--- src/common/afs_pkg.sv ---
package afs_pkg;

	// ----------------------------------------------------------------
	// widths and storage
	// ----------------------------------------------------------------
	localparam int DATA_W = 64;
	localparam int NUM_REGS = 4;
	localparam int IDX_W = 2;
	localparam logic [63:0] REG_RESET = 64'h0000_0000_0000_0000;
	// every bit is reserved-as-zero, so no bit may ever be stored
	localparam logic [63:0] REG_WR_MASK = 64'h0000_0000_0000_0000;

	// ----------------------------------------------------------------
	// instruction encoding fields
	// ----------------------------------------------------------------
	localparam logic [1:0] ENC_OP0 = 2'h3;
	localparam logic [2:0] ENC_OP1_L1 = 3'h0;
	localparam logic [2:0] ENC_OP1_ALIAS = 3'h5;
	localparam logic [2:0] ENC_OP1_L3 = 3'h6;
	localparam logic [3:0] ENC_CRN = 4'h5;
	localparam logic [3:0] ENC_CRM = 4'h1;
	localparam logic [2:0] ENC_OP2_INST0 = 3'h0;
	localparam logic [2:0] ENC_OP2_INST1 = 3'h1;

	// ----------------------------------------------------------------
	// trap, redirect and nested-virtualization constants
	// ----------------------------------------------------------------
	localparam logic [5:0] SYNDROME_CLASS_SYSREG = 6'h18;
	localparam logic [5:0] SYNDROME_NONE = 6'h00;
	localparam logic [11:0] NESTED_VIRT_MEMORY_SLOT_SLOT_INST0 = 12'h128;
	localparam logic [11:0] NESTED_VIRT_MEMORY_SLOT_SLOT_INST1 = 12'h130;
	localparam logic [11:0] NESTED_VIRT_MEMORY_SLOT_SLOT_NONE = 12'h000;
	// nested-virtualization bits ordered second, first, base
	localparam logic [2:0] NV_REDIRECT_L1 = 3'h7;
	localparam logic [2:0] NV_REDIRECT_ALIAS = 3'h5;

	// ----------------------------------------------------------------
	// types
	// ----------------------------------------------------------------
	typedef enum logic [1:0] {
		EL_USER = 2'b00,
		EL_KERNEL = 2'b01,
		EL_HYP = 2'b10,
		EL_MON = 2'b11
	} afs_el_t;

	typedef enum logic [2:0] {
		ROUTE_NONE = 3'b000,
		ROUTE_UNDEF = 3'b001,
		ROUTE_TRAP = 3'b010,
		ROUTE_NESTED_VIRT_MEMORY_SLOT = 3'b011,
		ROUTE_REG = 3'b100,
		ROUTE_LVL2 = 3'b101
	} afs_route_t;

	typedef enum logic [1:0] {
		FAM_NONE = 2'b00,
		FAM_L1 = 2'b01,
		FAM_ALIAS = 2'b10,
		FAM_L3 = 2'b11
	} afs_fam_t;

endpackage

--- src/common/afs_mem_if.sv ---
`timescale 1ns/1ps
interface afs_mem_if #(
	parameter int DW = 64,
	parameter int AW = 2
);
	logic we;
	logic [AW-1:0] waddr;
	logic [DW-1:0] wdata;
	logic re;
	logic [AW-1:0] raddr;
	logic [DW-1:0] rdata;

	modport ctl (output we, output waddr, output wdata, output re, output raddr, input rdata);
	modport mem (input we, input waddr, input wdata, input re, input raddr, output rdata);
endinterface

--- src/design/afs_decode.sv ---
`timescale 1ns/1ps
module afs_decode (
	input wire logic [1:0] op0, // instruction op0 field
	input wire logic [2:0] op1, // instruction op1 field
	input wire logic [3:0] crn, // instruction CRn field
	input wire logic [3:0] crm, // instruction CRm field
	input wire logic [2:0] op2, // instruction op2 field
	output afs_pkg::afs_fam_t fam, // register family hit
	output logic inst // instance 0 or 1
);

	// ----------------------------------------------------------------
	// common encoding match
	// ----------------------------------------------------------------
	logic base_hit;
	logic op2_hit;

	// only op1 and op2 vary across the six encodings served here
	assign base_hit = (op0 == afs_pkg::ENC_OP0) && (crn == afs_pkg::ENC_CRN) &&
		(crm == afs_pkg::ENC_CRM);
	assign op2_hit = (op2 == afs_pkg::ENC_OP2_INST0) || (op2 == afs_pkg::ENC_OP2_INST1);
	assign inst = (op2 == afs_pkg::ENC_OP2_INST1);

	// family select by op1
	always_comb begin
		fam = afs_pkg::FAM_NONE;
		if (base_hit && op2_hit) begin
			if (op1 == afs_pkg::ENC_OP1_L1) begin
				fam = afs_pkg::FAM_L1;
			end else if (op1 == afs_pkg::ENC_OP1_ALIAS) begin
				fam = afs_pkg::FAM_ALIAS;
			end else if (op1 == afs_pkg::ENC_OP1_L3) begin
				fam = afs_pkg::FAM_L3;
			end
		end
	end
endmodule

--- src/design/afs_regs.sv ---
`timescale 1ns/1ps
module afs_regs #(
	parameter int DATA_W = 64,
	parameter int DEPTH = 4,
	parameter int AW = 2,
	parameter logic [63:0] WR_MASK = afs_pkg::REG_WR_MASK
) (
	input wire logic clk, // core clock
	input wire logic rstn, // async reset, active low
	afs_mem_if.mem bus // write and read port
);

	// ----------------------------------------------------------------
	// parameter checks
	// ----------------------------------------------------------------
	if (DATA_W != 64 || DEPTH != (1 << AW)) begin : g_bad_param
		$error("afs_regs: width must be 64 and depth must equal 2**AW");
	end

	logic [DATA_W-1:0] store_r [DEPTH];

	// ----------------------------------------------------------------
	// one storage word per register
	// ----------------------------------------------------------------
	for (genvar e = 0; e < DEPTH; e++) begin : g_word
		// reserved bits are masked off so they always read as zero
		always_ff @(posedge clk or negedge rstn) begin
			if (!rstn) begin
				store_r[e] <= afs_pkg::REG_RESET[DATA_W-1:0];
			end else if (bus.we && (bus.waddr == AW'(e))) begin
				store_r[e] <= bus.wdata & WR_MASK[DATA_W-1:0];
			end
		end
	end

	// registered read; a cycle without a read returns zero so refused
	// reads never leak old data toward the destination register
	always_ff @(posedge clk or negedge rstn) begin
		if (!rstn) begin
			bus.rdata <= '0;
		end else if (bus.re) begin
			bus.rdata <= store_r[bus.raddr];
		end else begin
			bus.rdata <= '0;
		end
	end
endmodule

--- src/design/afs_top.sv ---
`timescale 1ns/1ps
// What this block does
// - any access issued at level 0 is undefined, registers untouched
// - level-1 read traps to level 2 when trap-reads bit set, first
// - level-1 write traps to level 2 when trap-writes bit set, first
// - else level-1 read traps when fine-grained enable and read bit set
// - else level-1 write traps when fine-grained enable and write bit set
// - else nested bits 111 redirect level-1 access to slot 0x128 or 0x130
// - at level 2 the level-1 encoding reaches level-2 register if host bit
// - at level 3 the level-1 encoding reaches level-1 register directly
// - alias access at level 1 with nested bits 101 goes to memory slot
// - else alias at level 1 traps if base nested bit, undefined otherwise
// - alias at level 2 needs host bit; level 3 needs level 2 too
// - level-3 registers are undefined below level 3, direct at level 3
// - every register is 64 bits, all reserved zero, reset to zero
// - level-1 decode 3/0/5/1/inst; alias uses op1 value 5
// - level-3 decode 3/6/5/1 with op2 selecting instance
module afs_top (
	input wire logic clk, // core clock, 10 MHz
	input wire logic rstn, // async reset, active low
	input wire logic req_valid, // system register instruction issued
	input wire logic req_write, // 1 write instruction, 0 read instruction
	input wire logic [1:0] req_op0, // op0 field
	input wire logic [2:0] req_op1, // op1 field
	input wire logic [3:0] req_crn, // CRn field
	input wire logic [3:0] req_crm, // CRm field
	input wire logic [2:0] req_op2, // op2 field
	input wire logic [63:0] req_wdata, // source general register value
	input wire logic [1:0] current_exception_level, // issuing level
	input wire logic el2_enabled, // level 2 enabled in this security state
	input wire logic hyp_trap_vm_reads, // hypervisor trap reads bit
	input wire logic hyp_trap_vm_writes, // hypervisor trap writes bit
	input wire logic nested_virt_base, // nested virtualization base bit
	input wire logic nested_virt_first, // nested virtualization first bit
	input wire logic nested_virt_second, // nested virtualization second bit
	input wire logic host_extension_enable, // host extension bit
	input wire logic fine_grained_trap_enable, // monitor fine-grained enable
	input wire logic [1:0] fine_grained_read_trap_bits, // per instance
	input wire logic [1:0] fine_grained_write_trap_bits, // per instance
	output logic rsp_valid, // outcome ready, one-cycle pulse
	output afs_pkg::afs_route_t rsp_route, // outcome class
	output logic [63:0] rsp_rdata, // read data, zero unless a register read
	output logic [5:0] rsp_syndrome_class, // trap class or zero
	output logic nested_virt_memory_slot_valid, // memory-backed slot access, pulse
	output logic nested_virt_memory_slot_write, // slot access is a write
	output logic [11:0] nested_virt_memory_slot_offset, // slot offset
	output logic [63:0] nested_virt_memory_slot_wdata, // slot write data
	output logic lvl2_valid, // level-2 register access, pulse
	output logic lvl2_write, // level-2 access is a write
	output logic lvl2_inst, // level-2 register instance
	output logic [63:0] lvl2_wdata // level-2 write data
);

	// ----------------------------------------------------------------
	// encoding decode
	// ----------------------------------------------------------------
	afs_pkg::afs_fam_t fam;
	logic inst;

	afs_decode u_decode (
		.op0(req_op0),
		.op1(req_op1),
		.crn(req_crn),
		.crm(req_crm),
		.op2(req_op2),
		.fam(fam),
		.inst(inst)
	);

	// ----------------------------------------------------------------
	// access resolution
	// ----------------------------------------------------------------
	afs_pkg::afs_el_t el;
	afs_pkg::afs_route_t route;
	logic [2:0] nv_bits;
	logic vm_trap;
	logic fg_trap;
	logic is_l3_reg;

	assign el = afs_pkg::afs_el_t'(current_exception_level);
	assign nv_bits = {nested_virt_second, nested_virt_first, nested_virt_base};
	// trap-reads guards reads only, trap-writes guards writes only
	assign vm_trap = req_write ? hyp_trap_vm_writes : hyp_trap_vm_reads;
	assign fg_trap = fine_grained_trap_enable &
		(req_write ? fine_grained_write_trap_bits[inst] : fine_grained_read_trap_bits[inst]);

	// priority chains mirror the access checks, earliest check wins
	always_comb begin
		route = afs_pkg::ROUTE_NONE;
		is_l3_reg = 1'b0;
		case (fam)
			afs_pkg::FAM_L1: begin
				case (el)
					afs_pkg::EL_USER: begin
						route = afs_pkg::ROUTE_UNDEF;
					end
					afs_pkg::EL_KERNEL: begin
						if (el2_enabled && vm_trap) begin
							route = afs_pkg::ROUTE_TRAP;
						end else if (el2_enabled && fg_trap) begin
							route = afs_pkg::ROUTE_TRAP;
						end else if (el2_enabled && nv_bits == afs_pkg::NV_REDIRECT_L1) begin
							route = afs_pkg::ROUTE_NESTED_VIRT_MEMORY_SLOT;
						end else begin
							route = afs_pkg::ROUTE_REG;
						end
					end
					afs_pkg::EL_HYP: begin
						route = host_extension_enable ? afs_pkg::ROUTE_LVL2 : afs_pkg::ROUTE_REG;
					end
					default: begin
						route = afs_pkg::ROUTE_REG;
					end
				endcase
			end
			afs_pkg::FAM_ALIAS: begin
				case (el)
					afs_pkg::EL_USER: begin
						route = afs_pkg::ROUTE_UNDEF;
					end
					afs_pkg::EL_KERNEL: begin
						if (el2_enabled && nv_bits == afs_pkg::NV_REDIRECT_ALIAS) begin
							route = afs_pkg::ROUTE_NESTED_VIRT_MEMORY_SLOT;
						end else if (el2_enabled && nested_virt_base) begin
							route = afs_pkg::ROUTE_TRAP;
						end else begin
							route = afs_pkg::ROUTE_UNDEF;
						end
					end
					afs_pkg::EL_HYP: begin
						route = host_extension_enable ? afs_pkg::ROUTE_REG : afs_pkg::ROUTE_UNDEF;
					end
					default: begin
						if (el2_enabled && host_extension_enable) begin
							route = afs_pkg::ROUTE_REG;
						end else begin
							route = afs_pkg::ROUTE_UNDEF;
						end
					end
				endcase
			end
			afs_pkg::FAM_L3: begin
				is_l3_reg = 1'b1;
				if (el == afs_pkg::EL_MON) begin
					route = afs_pkg::ROUTE_REG;
				end else begin
					route = afs_pkg::ROUTE_UNDEF;
				end
			end
			default: begin
				route = afs_pkg::ROUTE_NONE;
			end
		endcase
	end

	// ----------------------------------------------------------------
	// register storage
	// ----------------------------------------------------------------
	afs_mem_if #(.DW(afs_pkg::DATA_W), .AW(afs_pkg::IDX_W)) mem_bus ();

	logic reg_hit;
	logic [afs_pkg::IDX_W-1:0] reg_idx;

	assign reg_hit = req_valid && (route == afs_pkg::ROUTE_REG);
	// index is {level-3 family, instance}
	assign reg_idx = {is_l3_reg, inst};

	// only a resolved register access touches storage
	assign mem_bus.we = reg_hit && req_write;
	assign mem_bus.waddr = reg_idx;
	assign mem_bus.wdata = req_wdata;
	assign mem_bus.re = reg_hit && !req_write;
	assign mem_bus.raddr = reg_idx;

	afs_regs #(
		.DATA_W(afs_pkg::DATA_W),
		.DEPTH(afs_pkg::NUM_REGS),
		.AW(afs_pkg::IDX_W),
		.WR_MASK(afs_pkg::REG_WR_MASK)
	) u_regs (
		.clk(clk),
		.rstn(rstn),
		.bus(mem_bus.mem)
	);

	// read data leaves straight from the storage read flop
	assign rsp_rdata = mem_bus.rdata;

	// ----------------------------------------------------------------
	// outcome stage
	// ----------------------------------------------------------------
	// one outcome per request, one cycle later; back-to-back allowed
	always_ff @(posedge clk or negedge rstn) begin
		if (!rstn) begin
			rsp_valid <= 1'b0;
			rsp_route <= afs_pkg::ROUTE_NONE;
			rsp_syndrome_class <= afs_pkg::SYNDROME_NONE;
		end else begin
			rsp_valid <= req_valid;
			rsp_route <= req_valid ? route : afs_pkg::ROUTE_NONE;
			if (req_valid && route == afs_pkg::ROUTE_TRAP) begin
				rsp_syndrome_class <= afs_pkg::SYNDROME_CLASS_SYSREG;
			end else begin
				rsp_syndrome_class <= afs_pkg::SYNDROME_NONE;
			end
		end
	end

	// ----------------------------------------------------------------
	// memory-backed slot redirect
	// ----------------------------------------------------------------
	// the slot lives outside; data is zeroed when idle to keep it quiet
	always_ff @(posedge clk or negedge rstn) begin
		if (!rstn) begin
			nested_virt_memory_slot_valid <= 1'b0;
			nested_virt_memory_slot_write <= 1'b0;
			nested_virt_memory_slot_offset <= afs_pkg::NESTED_VIRT_MEMORY_SLOT_SLOT_NONE;
			nested_virt_memory_slot_wdata <= '0;
		end else if (req_valid && route == afs_pkg::ROUTE_NESTED_VIRT_MEMORY_SLOT) begin
			nested_virt_memory_slot_valid <= 1'b1;
			nested_virt_memory_slot_write <= req_write;
			nested_virt_memory_slot_offset <= inst ? afs_pkg::NESTED_VIRT_MEMORY_SLOT_SLOT_INST1 : afs_pkg::NESTED_VIRT_MEMORY_SLOT_SLOT_INST0;
			nested_virt_memory_slot_wdata <= req_write ? req_wdata : '0;
		end else begin
			nested_virt_memory_slot_valid <= 1'b0;
			nested_virt_memory_slot_write <= 1'b0;
			nested_virt_memory_slot_offset <= afs_pkg::NESTED_VIRT_MEMORY_SLOT_SLOT_NONE;
			nested_virt_memory_slot_wdata <= '0;
		end
	end

	// ----------------------------------------------------------------
	// level-2 register forward
	// ----------------------------------------------------------------
	// level-2 registers are held elsewhere; this only steers the access
	always_ff @(posedge clk or negedge rstn) begin
		if (!rstn) begin
			lvl2_valid <= 1'b0;
			lvl2_write <= 1'b0;
			lvl2_inst <= 1'b0;
			lvl2_wdata <= '0;
		end else if (req_valid && route == afs_pkg::ROUTE_LVL2) begin
			lvl2_valid <= 1'b1;
			lvl2_write <= req_write;
			lvl2_inst <= inst;
			lvl2_wdata <= req_write ? req_wdata : '0;
		end else begin
			lvl2_valid <= 1'b0;
			lvl2_write <= 1'b0;
			lvl2_inst <= 1'b0;
			lvl2_wdata <= '0;
		end
	end
endmodule

--- config.mk ---
export PLATFORM = sky130hd
export DESIGN_NAME = afs_top
export DESIGN_NICKNAME = d
export VERILOG_FILES = /design/src/common/afs_pkg.sv /design/src/common/afs_mem_if.sv /design/src/design/afs_decode.sv /design/src/design/afs_regs.sv /design/src/design/afs_top.sv
export SDC_FILE = /design/constraint.sdc
export NUM_CORES = 1
export LEC_CHECK = 0
export BUFFER_PORTS_ARGS = -buffer_cell sky130_fd_sc_hd__buf_2
export CAP_MARGIN = 20
export CORE_MARGIN = 5
export CORE_UTILIZATION = 35
export CTS_BUF_LIST = sky130_fd_sc_hd__clkbuf_4
export CTS_CLUSTER_SIZE = 25
export DETAILED_ROUTE_END_ITERATION = 7
export GPL_TIMING_DRIVEN = 0
export PLACE_DENSITY_LB_ADDON = 0.25
export SLEW_MARGIN = 40
export SYNTH_ARGS = -nofsm -noshare
export SYNTH_HDL_FRONTEND = slang
export SYNTH_SLANG_ARGS = --single-unit
--- constraint.sdc ---
create_clock -name clk -period 1 [get_ports clk]
set_input_delay 0.2 -clock clk [delete_from_list [all_inputs] [get_ports clk]]
set_output_delay 0.2 -clock clk [all_outputs]
set_load 0.02 [all_outputs]
* After elaboration in Yosys (flattened, before gate mapping)
Cells that the tools add are included.
Storage, ports and cells: register bits 219, output and inout port bits 219, word-level logic and storage cells 92, input bits 98
Operators by class: mux-type cells 39, reduce and logical (&&, ||, !) cells 19, magnitude comparators 2, bitwise operators 2, eq/ne operators 18
Operator list (number):
- 64-bit two-way mux | 6
- 64-bit binary-select mux with 2-bit select | 1
- 3-bit case mux with 3 select lines | 3
- 3-bit two-way mux | 7
- 3-bit equality test, second input constant | 6
- 1-bit logical AND | 14
- 1-bit two-way mux | 13
- 2-bit two-way mux | 6
- 2-bit equality test, second input constant | 5
- 5-bit two-way mux | 2
- 9-bit two-way mux | 1
- 3-bit by 2-bit equality test with 1-bit output, second input constant | 2
- 3-bit logical NOT | 2
- 2-bit by 1-bit equality test with 1-bit output, second input constant | 2
- 4-bit by 1-bit equality test with 1-bit output, second input constant | 1
- 4-bit by 3-bit equality test with 1-bit output, second input constant | 1
- 3-bit by 1-bit equality test with 1-bit output, second input constant | 1
- 3-bit greater-or-equal comparator, second input constant | 1
- 2-bit NOT with 3-bit output | 1
- 2-bit logical NOT | 1
- 1-bit by 2-bit < comparator with 1-bit output, second input constant | 1
- 1-bit AND | 1
- 1-bit logical NOT | 1
- 1-bit logical OR | 1

* Longest topological paths before layout
Gate-level depths: netlist (run 1).
depth after elaboration 14, gate-level depth with buffers 8, gate-level depth less buffers 5

* Hierarchy
A second synthesis (run 1) with hierarchy kept.
Unflattened totals: cells, all modules 508, area, all modules 5864.4 sq um
Modules (own cells, without submodules):
- afs_top | cells an instance 433, times used 1, area each 5305.1 sq um
- afs_regs | cells an instance 65, times used 1, area each 484.2 sq um
- afs_decode | cells an instance 10, times used 1, area each 75.1 sq um

* Least setup slack after synthesis (run 1)
Ideal clock, no wire load.
kind input-to-reg, start point input req_op2[1], end point register nested_virt_memory_slot_wdata[26], required time 0.853 ns, arrival 2.192 ns, slack -1.338 ns, stages on the path 6, path through nor3b_1 > mux4_2 > a21oi_1 > a2bb2oi_1 > buf_1 > nor4_2
On the way: word-level cells in the longest chain between the ends 13, elaborated cells between the ends (all ways) 22, those cells by class eq/ne: 5; mux: 11; bitwise: 1; reduce/logical: 5
Ends and longest elaborated chain:
- start, declared | RTL line afs_top.sv:27 | input wire logic [2:0] req_op2,
- 3-bit by 1-bit equality test with 1-bit output | RTL line afs_decode.sv:21, afs_decode.sv:22
- 1-bit two-way mux (not written as such) (2 in series) | RTL line afs_top.sv:85 | (req_write ? fine_grained_write_trap_bits[inst] : fine_grained_read_trap_bits[inst]);
- 1-bit two-way mux | RTL line afs_top.sv:85
- 1-bit AND | RTL line afs_top.sv:84 | assign fg_trap = fine_grained_trap_enable &
- 1-bit logical AND | RTL line afs_top.sv:100 | end else if (el2_enabled && fg_trap) begin
- 3-bit two-way mux | RTL line afs_top.sv:100
- 3-bit two-way mux | RTL line afs_top.sv:98 | if (el2_enabled && vm_trap) begin
- 3-bit case mux with 3 select lines | RTL line afs_top.sv:93 | case (el)
- 3-bit case mux with 3 select lines (*) | RTL line afs_top.sv:91 | case (fam)
- 3-bit by 2-bit equality test with 1-bit output (*) | RTL line afs_top.sv:219 | end else if (req_valid && route == afs_pkg::ROUTE_NESTED_VIRT_MEMORY_SLOT) begin
- 1-bit logical AND (*) | RTL line afs_top.sv:219
- 64-bit two-way mux (*) | RTL line afs_top.sv:219
- end signal, assigned | RTL line afs_top.sv:223 | nested_virt_memory_slot_wdata <= req_write ? req_wdata : '0;
- end, declared | RTL line afs_top.sv:47 | output logic [63:0] nested_virt_memory_slot_wdata,
Mark *: on every way between the ends. The rest lies on a longest branch, timed or not. The select of a mux whose other input is x is not followed.

* Worst setup path after layout (run 1)
start point input req_op2[2], end point register nested_virt_memory_slot_wdata[61]
Same word-level chain as after synthesis.

==> impl_metrics.toml, run 1 <==
[global_route]
grt_overflow = 0
grt_pass1_wl_mm = 36.89
grt_pass1_vias = 6688
grt_max_degree = 74
grt_use_total_pct = 21.45
antenna_found_initial = 2

[setup_path]
startpoint = "req_op2[2]"
cp_max_fo = 10
cp.required_ps = 1460
cp_slowest_stage_delay_ps = 590
start_kind = "primary input"
endpoint_kind = "flop"
slowest_stage = "mux4_2"
worstSetupPathType = "in -> reg"
arrival_ps = 2230
path_cells = "buf_2, nor3b_4, mux4_2, and3_4, o311a_4, clkbuf_16, buf_8, nor4_4"

[timing]
maxSlewViolCount = 0
rsz0062_at_grt = "yes"
worstMarginPinSlew_ps = 1186
setup_viol = 282
fmax_ghz = 0.5624
max-slew-margin-rel_pct = 20.92
hold_viol = 0
fin_ws_ps = -778.1
finalCriticalPeriod_ps = 1778
final.period_utilization_pct = 177.8

[outcome]
violations = "negative setup slack"
status = "complete, but fails checks"

[worst_hold_path]
hp-class = "in -> async"

[clock_tree]
clockBufferDepth = 2
clock-root-buffer = "clkbuf_4"
clkTransAtPathRegs_ps = 130
cts_tree = "yes"
cts_inserted_buffers = 17
cts_htree_levels = 4
cts.sinks = 140

[synth]
synth_area_leaders = "dfrtp_1 52%, nor4_2 11%, nand3_1 9.8%, buf_4 9.0%, a211oi_1 7.5%"
yosys_most_used_dff = "dfrtp_1"
ys_seq_area_share_pct = 52.31
post_synth_num_cell_types = 36
ys_top_cells_by_count = "140 x dfrtp_1, 131 x nand3_1, 80 x buf_4"
yosys_warnings = 0
ys_seq_elements = 140
synth_edf_count = 0
syn-cell-area_um2 = 6698
synth_top_area_share_pct = 52.31
yosysMostFrequentCell = "dfrtp_1"
yosysTopAreaCell = "dfrtp_1"
async_reset_ff_share_pct = 100.0
netlist_instances = 603
syn-mean-instance-area_um2 = 11.11

[pwr]
p_clk_share_pct = 34.5
net-switching-power_uw = 3356
power.density_nw_per_um2 = 939.8
leakagePower_uw = 0.005442
seq_power_share_pct = 50.5
combPwrFrac_pct = 15.0
internal_power_uw = 7862
p_sw_share_pct = 29.91
max-vdd-ir-drop_v = 0.0005364

[layout]
syn_to_final_growth_pct = 78.22
nets = 1123
post-route-util_pct = 63.60
stdcell_area_um2 = 11940
finalNonFillerCells = 1274
drive_above_1_share_pct = 53.95
multi_input_area_um2 = 3510
fillers = 1409
register_area_um2 = 3505

[route]
avgViaCountPerCell = 4.986
vias = 6352
drt_iter0_drc = 333
wl_per_cell_um = 19.28
wl_mm = 24.56
drt-pass1-iter-count = 5
drc_errors = 0
ant_nets = 0

[die]
core-area_um2 = 18770
io_pins = 317
die_area_um2 = 22000
start_util_pct = 35.69
rows = 50
die_w_um = 148.3
die_h_um = 148.3

[placement]
port_buffers = 239
place_congestion = 0.8503
dp_hpwl_mm = 16.19
dp_cells = 1152
placed_area_um2 = 8643

[run]
drv_cap = 0
[final cells by class]
class / count / area share (%)
multi-input cells: 382 / 29.40
flip-flops and latches: 140 / 29.36
repair buffers: 328 / 25.79
inverters: 3 / 0.09434
well taps: 234 / 2.453
diodes: 2 / 0.04193
plain buffers: 153 / 10.42
clock buffers: 17 / 1.069
clock inverters: 15 / 1.373
[cell usage in the layout, fill, tap and decap left out, drive strengths merged, types with 2 or more instances in the layout]
cell type,n
dfrtp,140
buf,365
nand4,2
conb,76
dlygate4sd3,67
nand2b,3
diode,2
nand2,7
inv,8
clkinv,8
nor2,2
nand3,131
nand4bb,2
a211oi,67
nor3b,2
nor4,69
bufinv,2
clkbuf,66
a21oi,2
o2111ai,2
and3,3
[critical path, delay by kind of cell]
family                 cells  cell delay, ps
AND/OR/NAND/NOR            3             550
AO/OA/AOI/OAI              1             420
buffers and inverters      3             470
multiplexers               1             590
[kinds of logic (layout without fill, tap and decap cells)]
logic type,Yosys count,count (layout),share of synthesized area (%)
AO/OA/AOI/OAI,78,78,8.724
multiplexers,2,2,0.4857
flip-flops,140,140,52.31
other,1,78,0.05599
AND/OR/NAND/NOR,226,226,24.29
buffers and inverters,156,516,14.14
[worst max-delay path by stage]
stage                                                    to  cells after the start  slack [ps]
after detailed placement              rsp_syndrome_class[3]                      7       -1680
after floorplan                                  lvl2_valid                      7       -1040
after CTS                                     lvl2_wdata[3]                      8        -690
after global routing                          lvl2_wdata[8]                      8        -780
after global placement                           lvl2_valid                      1       -2260
final                     nested_virt_memory_slot_wdata[61]                      8        -780
[power by group through the flow]
stage | sequential (uW) | combinational [uW] | clock [uW]
finish | 5660 | 1680 | 3870
global route | 5670 | 1830 | 4240
CTS | 5660 | 1590 | 3990
detailed placement | 5770 | 1330 | 0
global placement | 5770 | 1300 | 0
floorplan | 5780 | 811 | 0
[state kept, by name (all words and copies together) (netlist names)]
signal                          flops
lvl2_wdata                         64
nested_virt_memory_slot_wdata      64
nested_virt_memory_slot_offset      3
rsp_route                           3
lvl2_inst                           1
lvl2_valid                          1
lvl2_write                          1
nested_virt_memory_slot_write       1
rsp_syndrome_class                  1
rsp_valid                           1
[metal layers]
layer  vias up  global-route usage [%]  routed length [um]
li1       2896                       -                   -
met1      3108                   25.63                9673
met2       298                   37.11               12460
met3        50                   6.094                1677
met4         0                   7.529                 747
met5         -                       0                   0
[repair_timing]
item	CTS	global route
buffers inserted	8	8
gates resized for setup	393	116
hold buffers	67	0
hold endpoints to repair	197	0
cloned	1	4
pin swaps	9	5
endpoints found under the setup margin	282	354
[per-stage QoR]
step                      hold slack (ps)  power [uW]  setup WS (ps)  setup TNS (ps)
after detailed placement            191.7        7099          -1680         -207850
after floorplan                    -95.59        6586          -1043         -140420
after global routing                141.6       11730         -782.0         -151850
after global placement              326.6        7076          -2260         -550850
after CTS                           12.00       11240         -693.7         -138970
final                               138.0       11220         -778.1         -139530
(Power assumes the default switching activity.)
==> inputs of run 2 (changes only) <==
--- a/config.mk
+++ b/config.mk
@@ -17,4 +17,5 @@
 export SLEW_MARGIN = 40
 export SYNTH_ARGS = -nofsm -noshare
 export SYNTH_HDL_FRONTEND = slang
+export SYNTH_HIERARCHICAL = 1
 export SYNTH_SLANG_ARGS = --single-unit
==> run 2 against run 1 <==
Total power down 1.5%. The run still ends with negative setup slack left. Worst hold slack worse by 21 ps. Synthesized area down 13%. Highest routed layer unchanged. Largest power group unchanged. Cell count down 7.9%. Count of clock-buffer cells in the layout up 1.
==> impl_metrics.toml, run 2 <==
[outcome]
status = "complete, but fails checks"
violations = "negative setup slack"

[timing]
hold_viol = 0
fin_tns_setup_ps = -167180
max-slew-margin-rel_pct = 57.08
rsz0062_at_grt = "yes"
finalCriticalPeriod_ps = 2005
fmax_ghz = 0.4989
fin_ws_ps = -1005
worstMarginPinSlew_ps = 643.8
final.period_utilization_pct = 200.5
setup_viol = 282
maxSlewViolCount = 0

[route]
vias = 5016
drc_errors = 0
avgViaCountPerCell = 4.276
drt-pass1-iter-count = 4
ant_nets = 0
wl_per_cell_um = 16.54
wl_mm = 19.40
drt_iter0_drc = 176

[synth]
netlist_instances = 505
yosys_warnings = 6
syn-cell-area_um2 = 5846
syn-mean-instance-area_um2 = 11.58

[layout]
fillers = 1183
finalNonFillerCells = 1173
drive_above_1_share_pct = 57.89
layout_common_cells = "148 x buf_6, 140 x dfrtp_1, 94 x buf_2"
stdcell_area_um2 = 10730
layout_commonest_cell = "buf_6"
nets = 1035
syn_to_final_growth_pct = 83.54
largestRegisters = "lvl2_wdata: 64 flops, nested_virt_memory_slot_wdata: 64 flops"
post-route-util_pct = 65.16

[pwr]
seq_power_share_pct = 51.2
power.density_nw_per_um2 = 1030
internal_power_uw = 8066
p_clk_share_pct = 35.7
max-vdd-ir-drop_v = 0.0006312
leakagePower_uw = 0.005379
combPwrFrac_pct = 13.1
p_sw_share_pct = 27.01
net-switching-power_uw = 2985

[placement]
place_congestion = 0.7684
dp_cells = 1040
placed_area_um2 = 7692
post-place-ws_ps = -1954
port_buffers = 239
dp_hpwl_mm = 12.23

[setup_path]
cp.required_ps = 1470
endpoint_kind = "flop"
cp_slowest_stage_delay_ps = 450
arrival_ps = 2470
worstSetupPathType = "in -> reg"
path_buf_inv = 5
startpoint = "req_crm[1]"
path_cells = "buf_6, and4bb_2, nand4b_1, buf_4, nor3_4, buf_4, a21o_1, a311oi_4, a221o_2, buf_12, buf_12, nor2_2"
start_kind = "primary input"
slowest_stage = "a221o_2"
cpLargestDelayFamily = "simple AND/OR/NAND/NOR gates"
cp_max_fo = 10

[die]
die_h_um = 139.2
die_w_um = 139.2
start_util_pct = 35.50
die_area_um2 = 19390
io_pins = 317
rows = 47
core-area_um2 = 16470

[clock_tree]
clock-root-buffer = "clkbuf_4"
clkTransAtPathRegs_ps = 120
cts.sinks = 140
clockBufferDepth = 2
cts_htree_levels = 4
cts_inserted_buffers = 17
cts_tree = "yes"

[global_route]
grt_overflow = 0
antenna_found_initial = 1
grt_pass1_vias = 5185
grt_use_total_pct = 18.34
grt_pass1_wl_mm = 28.16
grt_max_degree = 52

[run]
drv_cap = 0

[worst_hold_path]
hp-class = "in -> async"
[run 2: metrics by stage]
step | power (uW) | hold WS, ps
2_1_floorplan | 6462 | -95.59
3_3_place_gp | 6841 | 354.8
3_5_place_dp | 6874 | 111.4
4_1_cts | 11050 | 24.23
5_1_grt | 11540 | 83.43
6_report | 11050 | 116.5
[run 2: layout make-up]
cell class | count | area [um2] | share of cell area (%)
diodes | 3 | 7.507 | 0.06997
clock inverters | 14 | 168.9 | 1.574
plain buffers | 108 | 1045 | 9.738
clock buffers | 18 | 135.1 | 1.259
flip-flops and latches | 140 | 3503 | 32.65
well taps | 220 | 275.3 | 2.566
multi-input cells | 323 | 2242 | 20.90
inverters | 8 | 30.03 | 0.2799
repair buffers | 339 | 3322 | 30.96
[run 2: how the worst max path moves through the flow]
stage                                              endpoint  slack (ps)  cells after the start
after CTS                 nested_virt_memory_slot_wdata[41]        -910                     12
after global routing                         lvl2_wdata[43]       -1010                     12
after detailed placement  nested_virt_memory_slot_wdata[39]       -1950                     10
after global placement     nested_virt_memory_slot_wdata[9]       -2240                      1
final                                        lvl2_wdata[43]       -1000                     12
after floorplan                              lvl2_wdata[34]       -1210                     10
[run 2: routing by layer]
metal	GRT usage, %	vias to the layer above	wire, um
li1	-	2349	-
met1	22.05	2391	7510
met2	30.28	251	9946
met3	7.101	25	1544
met4	6.179	0	398
met5	0	-	0
[run 2: timing repair]
action                                  in CTS  in global routing
pin swaps                                   11                 17
gates resized for setup                    104                367
cloned                                       3                  7
hold buffers                                68                  0
setup buffers                               11                  9
hold endpoints to repair                   273                  0
endpoints found under the setup margin     282                282
[run 2: power by group through the flow]
| stage | logic [uW] | clock network, uW | registers (uW) |
|---|---|---|---|
| detailed placement | 1100 | 0 | 5770 |
| finish | 1450 | 3940 | 5660 |
| global route | 1570 | 4300 | 5660 |
| CTS | 1360 | 4020 | 5660 |
| floorplan | 686 | 0 | 5780 |
| global placement | 1070 | 0 | 5770 |
==> inputs of run 3 (changes only) <==
--- a/config.mk
+++ b/config.mk
@@ -8,7 +8,7 @@
 export BUFFER_PORTS_ARGS = -buffer_cell sky130_fd_sc_hd__buf_2
 export CAP_MARGIN = 20
 export CORE_MARGIN = 5
-export CORE_UTILIZATION = 35
+export CORE_UTILIZATION = 45
 export CTS_BUF_LIST = sky130_fd_sc_hd__clkbuf_4
 export CTS_CLUSTER_SIZE = 25
 export DETAILED_ROUTE_END_ITERATION = 7
==> run 3 against run 2 <==
The flow still finishes with violations (negative setup slack). Sequential power hardly changed. Critical path type unchanged. Fmax is 2.2% higher. Sequential cell count stayed put. Largest power group unchanged. Largest cell class unchanged.
==> impl_metrics.toml, run 3 (synthesis results as in run 2) <==
[setup_path]
path_common_cell = "buf_6"
start_kind = "primary input"
path_cells = "buf_6, and4bb_2, nand4b_1, nor4_4, buf_4, nor2b_4, buf_6, nand2_2, a221o_1, buf_6, buf_12, nor2_1"
arrival_ps = 2440
cp.required_ps = 1480
cp_max_fo = 10
slowest_stage = "nor4_4"
cp_slowest_stage_delay_ps = 380
worstSetupPathType = "in -> reg"
endpoint_kind = "flop"

[timing]
fin_tns_setup_ps = -163050
hold_viol = 0
rsz0062_at_grt = "yes"
fin_ws_ps = -961.4
final.period_utilization_pct = 196.1
setup_viol = 282
worstMarginPinSlew_ps = 651.1
fmax_ghz = 0.5098
whs_ps = 70.52
maxSlewViolCount = 0
max-slew-margin-rel_pct = 56.59
finalCriticalPeriod_ps = 1961

[layout]
layout_commonest_cell = "buf_6"
nets = 1041
syn_to_final_growth_pct = 85.94
largestRegisters = "lvl2_wdata: 64 flops, nested_virt_memory_slot_wdata: 64 flops"
post-route-util_pct = 85.78
layout_common_cells = "151 x buf_6, 140 x dfrtp_1, 93 x buf_2"
register_area_um2 = 3503
drive_above_1_share_pct = 54.66
fillers = 584
multi_input_area_um2 = 2336

[clock_tree]
clockBufferDepth = 2
clock-root-buffer = "clkbuf_4"
cts.sinks = 140
cts_htree_levels = 4
cts_tree = "yes"
clkTransAtPathRegs_ps = 140
cts_inserted_buffers = 17

[pwr]
power.density_nw_per_um2 = 1025
max-vdd-ir-drop_v = 0.0006863
leakagePower_uw = 0.005970

[global_route]
grt_pass1_vias = 5673
grt_pass1_wl_mm = 29.34
grt_max_degree = 76
grt_use_total_pct = 25.50
grt_overflow = 0
antenna_found_initial = 1

[route]
vias = 5412
wl_mm = 23.05
drt_iter0_drc = 361
avgViaCountPerCell = 4.798
drc_errors = 0
wl_per_cell_um = 20.43
drt-pass1-iter-count = 5
ant_nets = 0

[die]
rows = 41
die_w_um = 124.0
die_h_um = 124.0
die_area_um2 = 15370
start_util_pct = 46.13
core-area_um2 = 12670
io_pins = 317

[outcome]
status = "complete, but fails checks"
violations = "negative setup slack"

[placement]
port_buffers = 239
place_congestion = 0.8243
dp_hpwl_mm = 11.95

[run]
drv_cap = 0

[worst_hold_path]
hp-class = "in -> reg"
==> run 3: timing repair <==
action	4_1_cts	5_1_grt
setup endpoints to repair	282	310
resized for setup	351	112
gates cloned	5	11
endpoints found under the hold margin	196	0
buffers inserted	17	5
pin swaps	18	25
hold buffers	67	0
==> run 3: metrics by stage <==
stage / instances / cell area (um2) / total power [uW] / setup WS [ps]
detailed placement: 991 / 7605 / 6844 / -1881
finish: 1128 / 10870 / 11140 / -961.4
floorplan: 579 / 6156 / 6462 / -1210
global route: 1128 / 10870 / 11540 / -988.9
CTS: 1111 / 10030 / 10950 / -878.9
global placement: 990 / 7567 / 6815 / -2029
==> run 3: layout make-up <==
type                            count  share of cell area, %
Sequential cell                   140                  32.23
Clock inverter                     14                  1.623
Buffer                            108                  9.393
Tap cell                          172                  1.980
Clock buffer                       17                  1.174
Timing Repair Buffer              345                  31.81
Multi-Input combinational cell    323                  21.49
Antenna cell                        1                0.02302
Inverter                            8                 0.2763
==> run 3: report_power, final <==
part	leakage [uW]	total, uW	switching [uW]	internal, uW
logic	0.00386	1450	834	614
clock network	0.000154	4030	2090	1930
registers	0.00195	5660	1.01	5660
total	0.00597	11100	2930	8210
==> run 3: routing by layer <==
layer | GRT usage, % | vias to the layer above | wire length (um)
met5 | 0 | - | 0
met4 | 10.47 | 0 | 783
met3 | 8.629 | 65 | 2083
met2 | 46.20 | 336 | 12310
met1 | 27.05 | 2655 | 7867
li1 | - | 2356 | -
==> run 3: worst paths after layout <==
kind / startpoint / end / slack [ps] / depth (start not counted)
hold / removal: current_exception_level[0] / rsp_route[2] / 70 / 4
max in group asynchronous: rstn / lvl2_wdata[3] / 140 / 3
min in group asynchronous: rstn / nested_virt_memory_slot_wdata[47] / 170 / 2
setup / recovery: req_crm[3] / lvl2_wdata[44] / -960 / 12
==> run 3: critical path, delay by kind of cell <==
kind | cells | cell delay (ps)
AND/OR/NAND/NOR | 6 | 1160
buffers and inverters | 5 | 700
AO/OA/AOI/OAI | 1 | 370
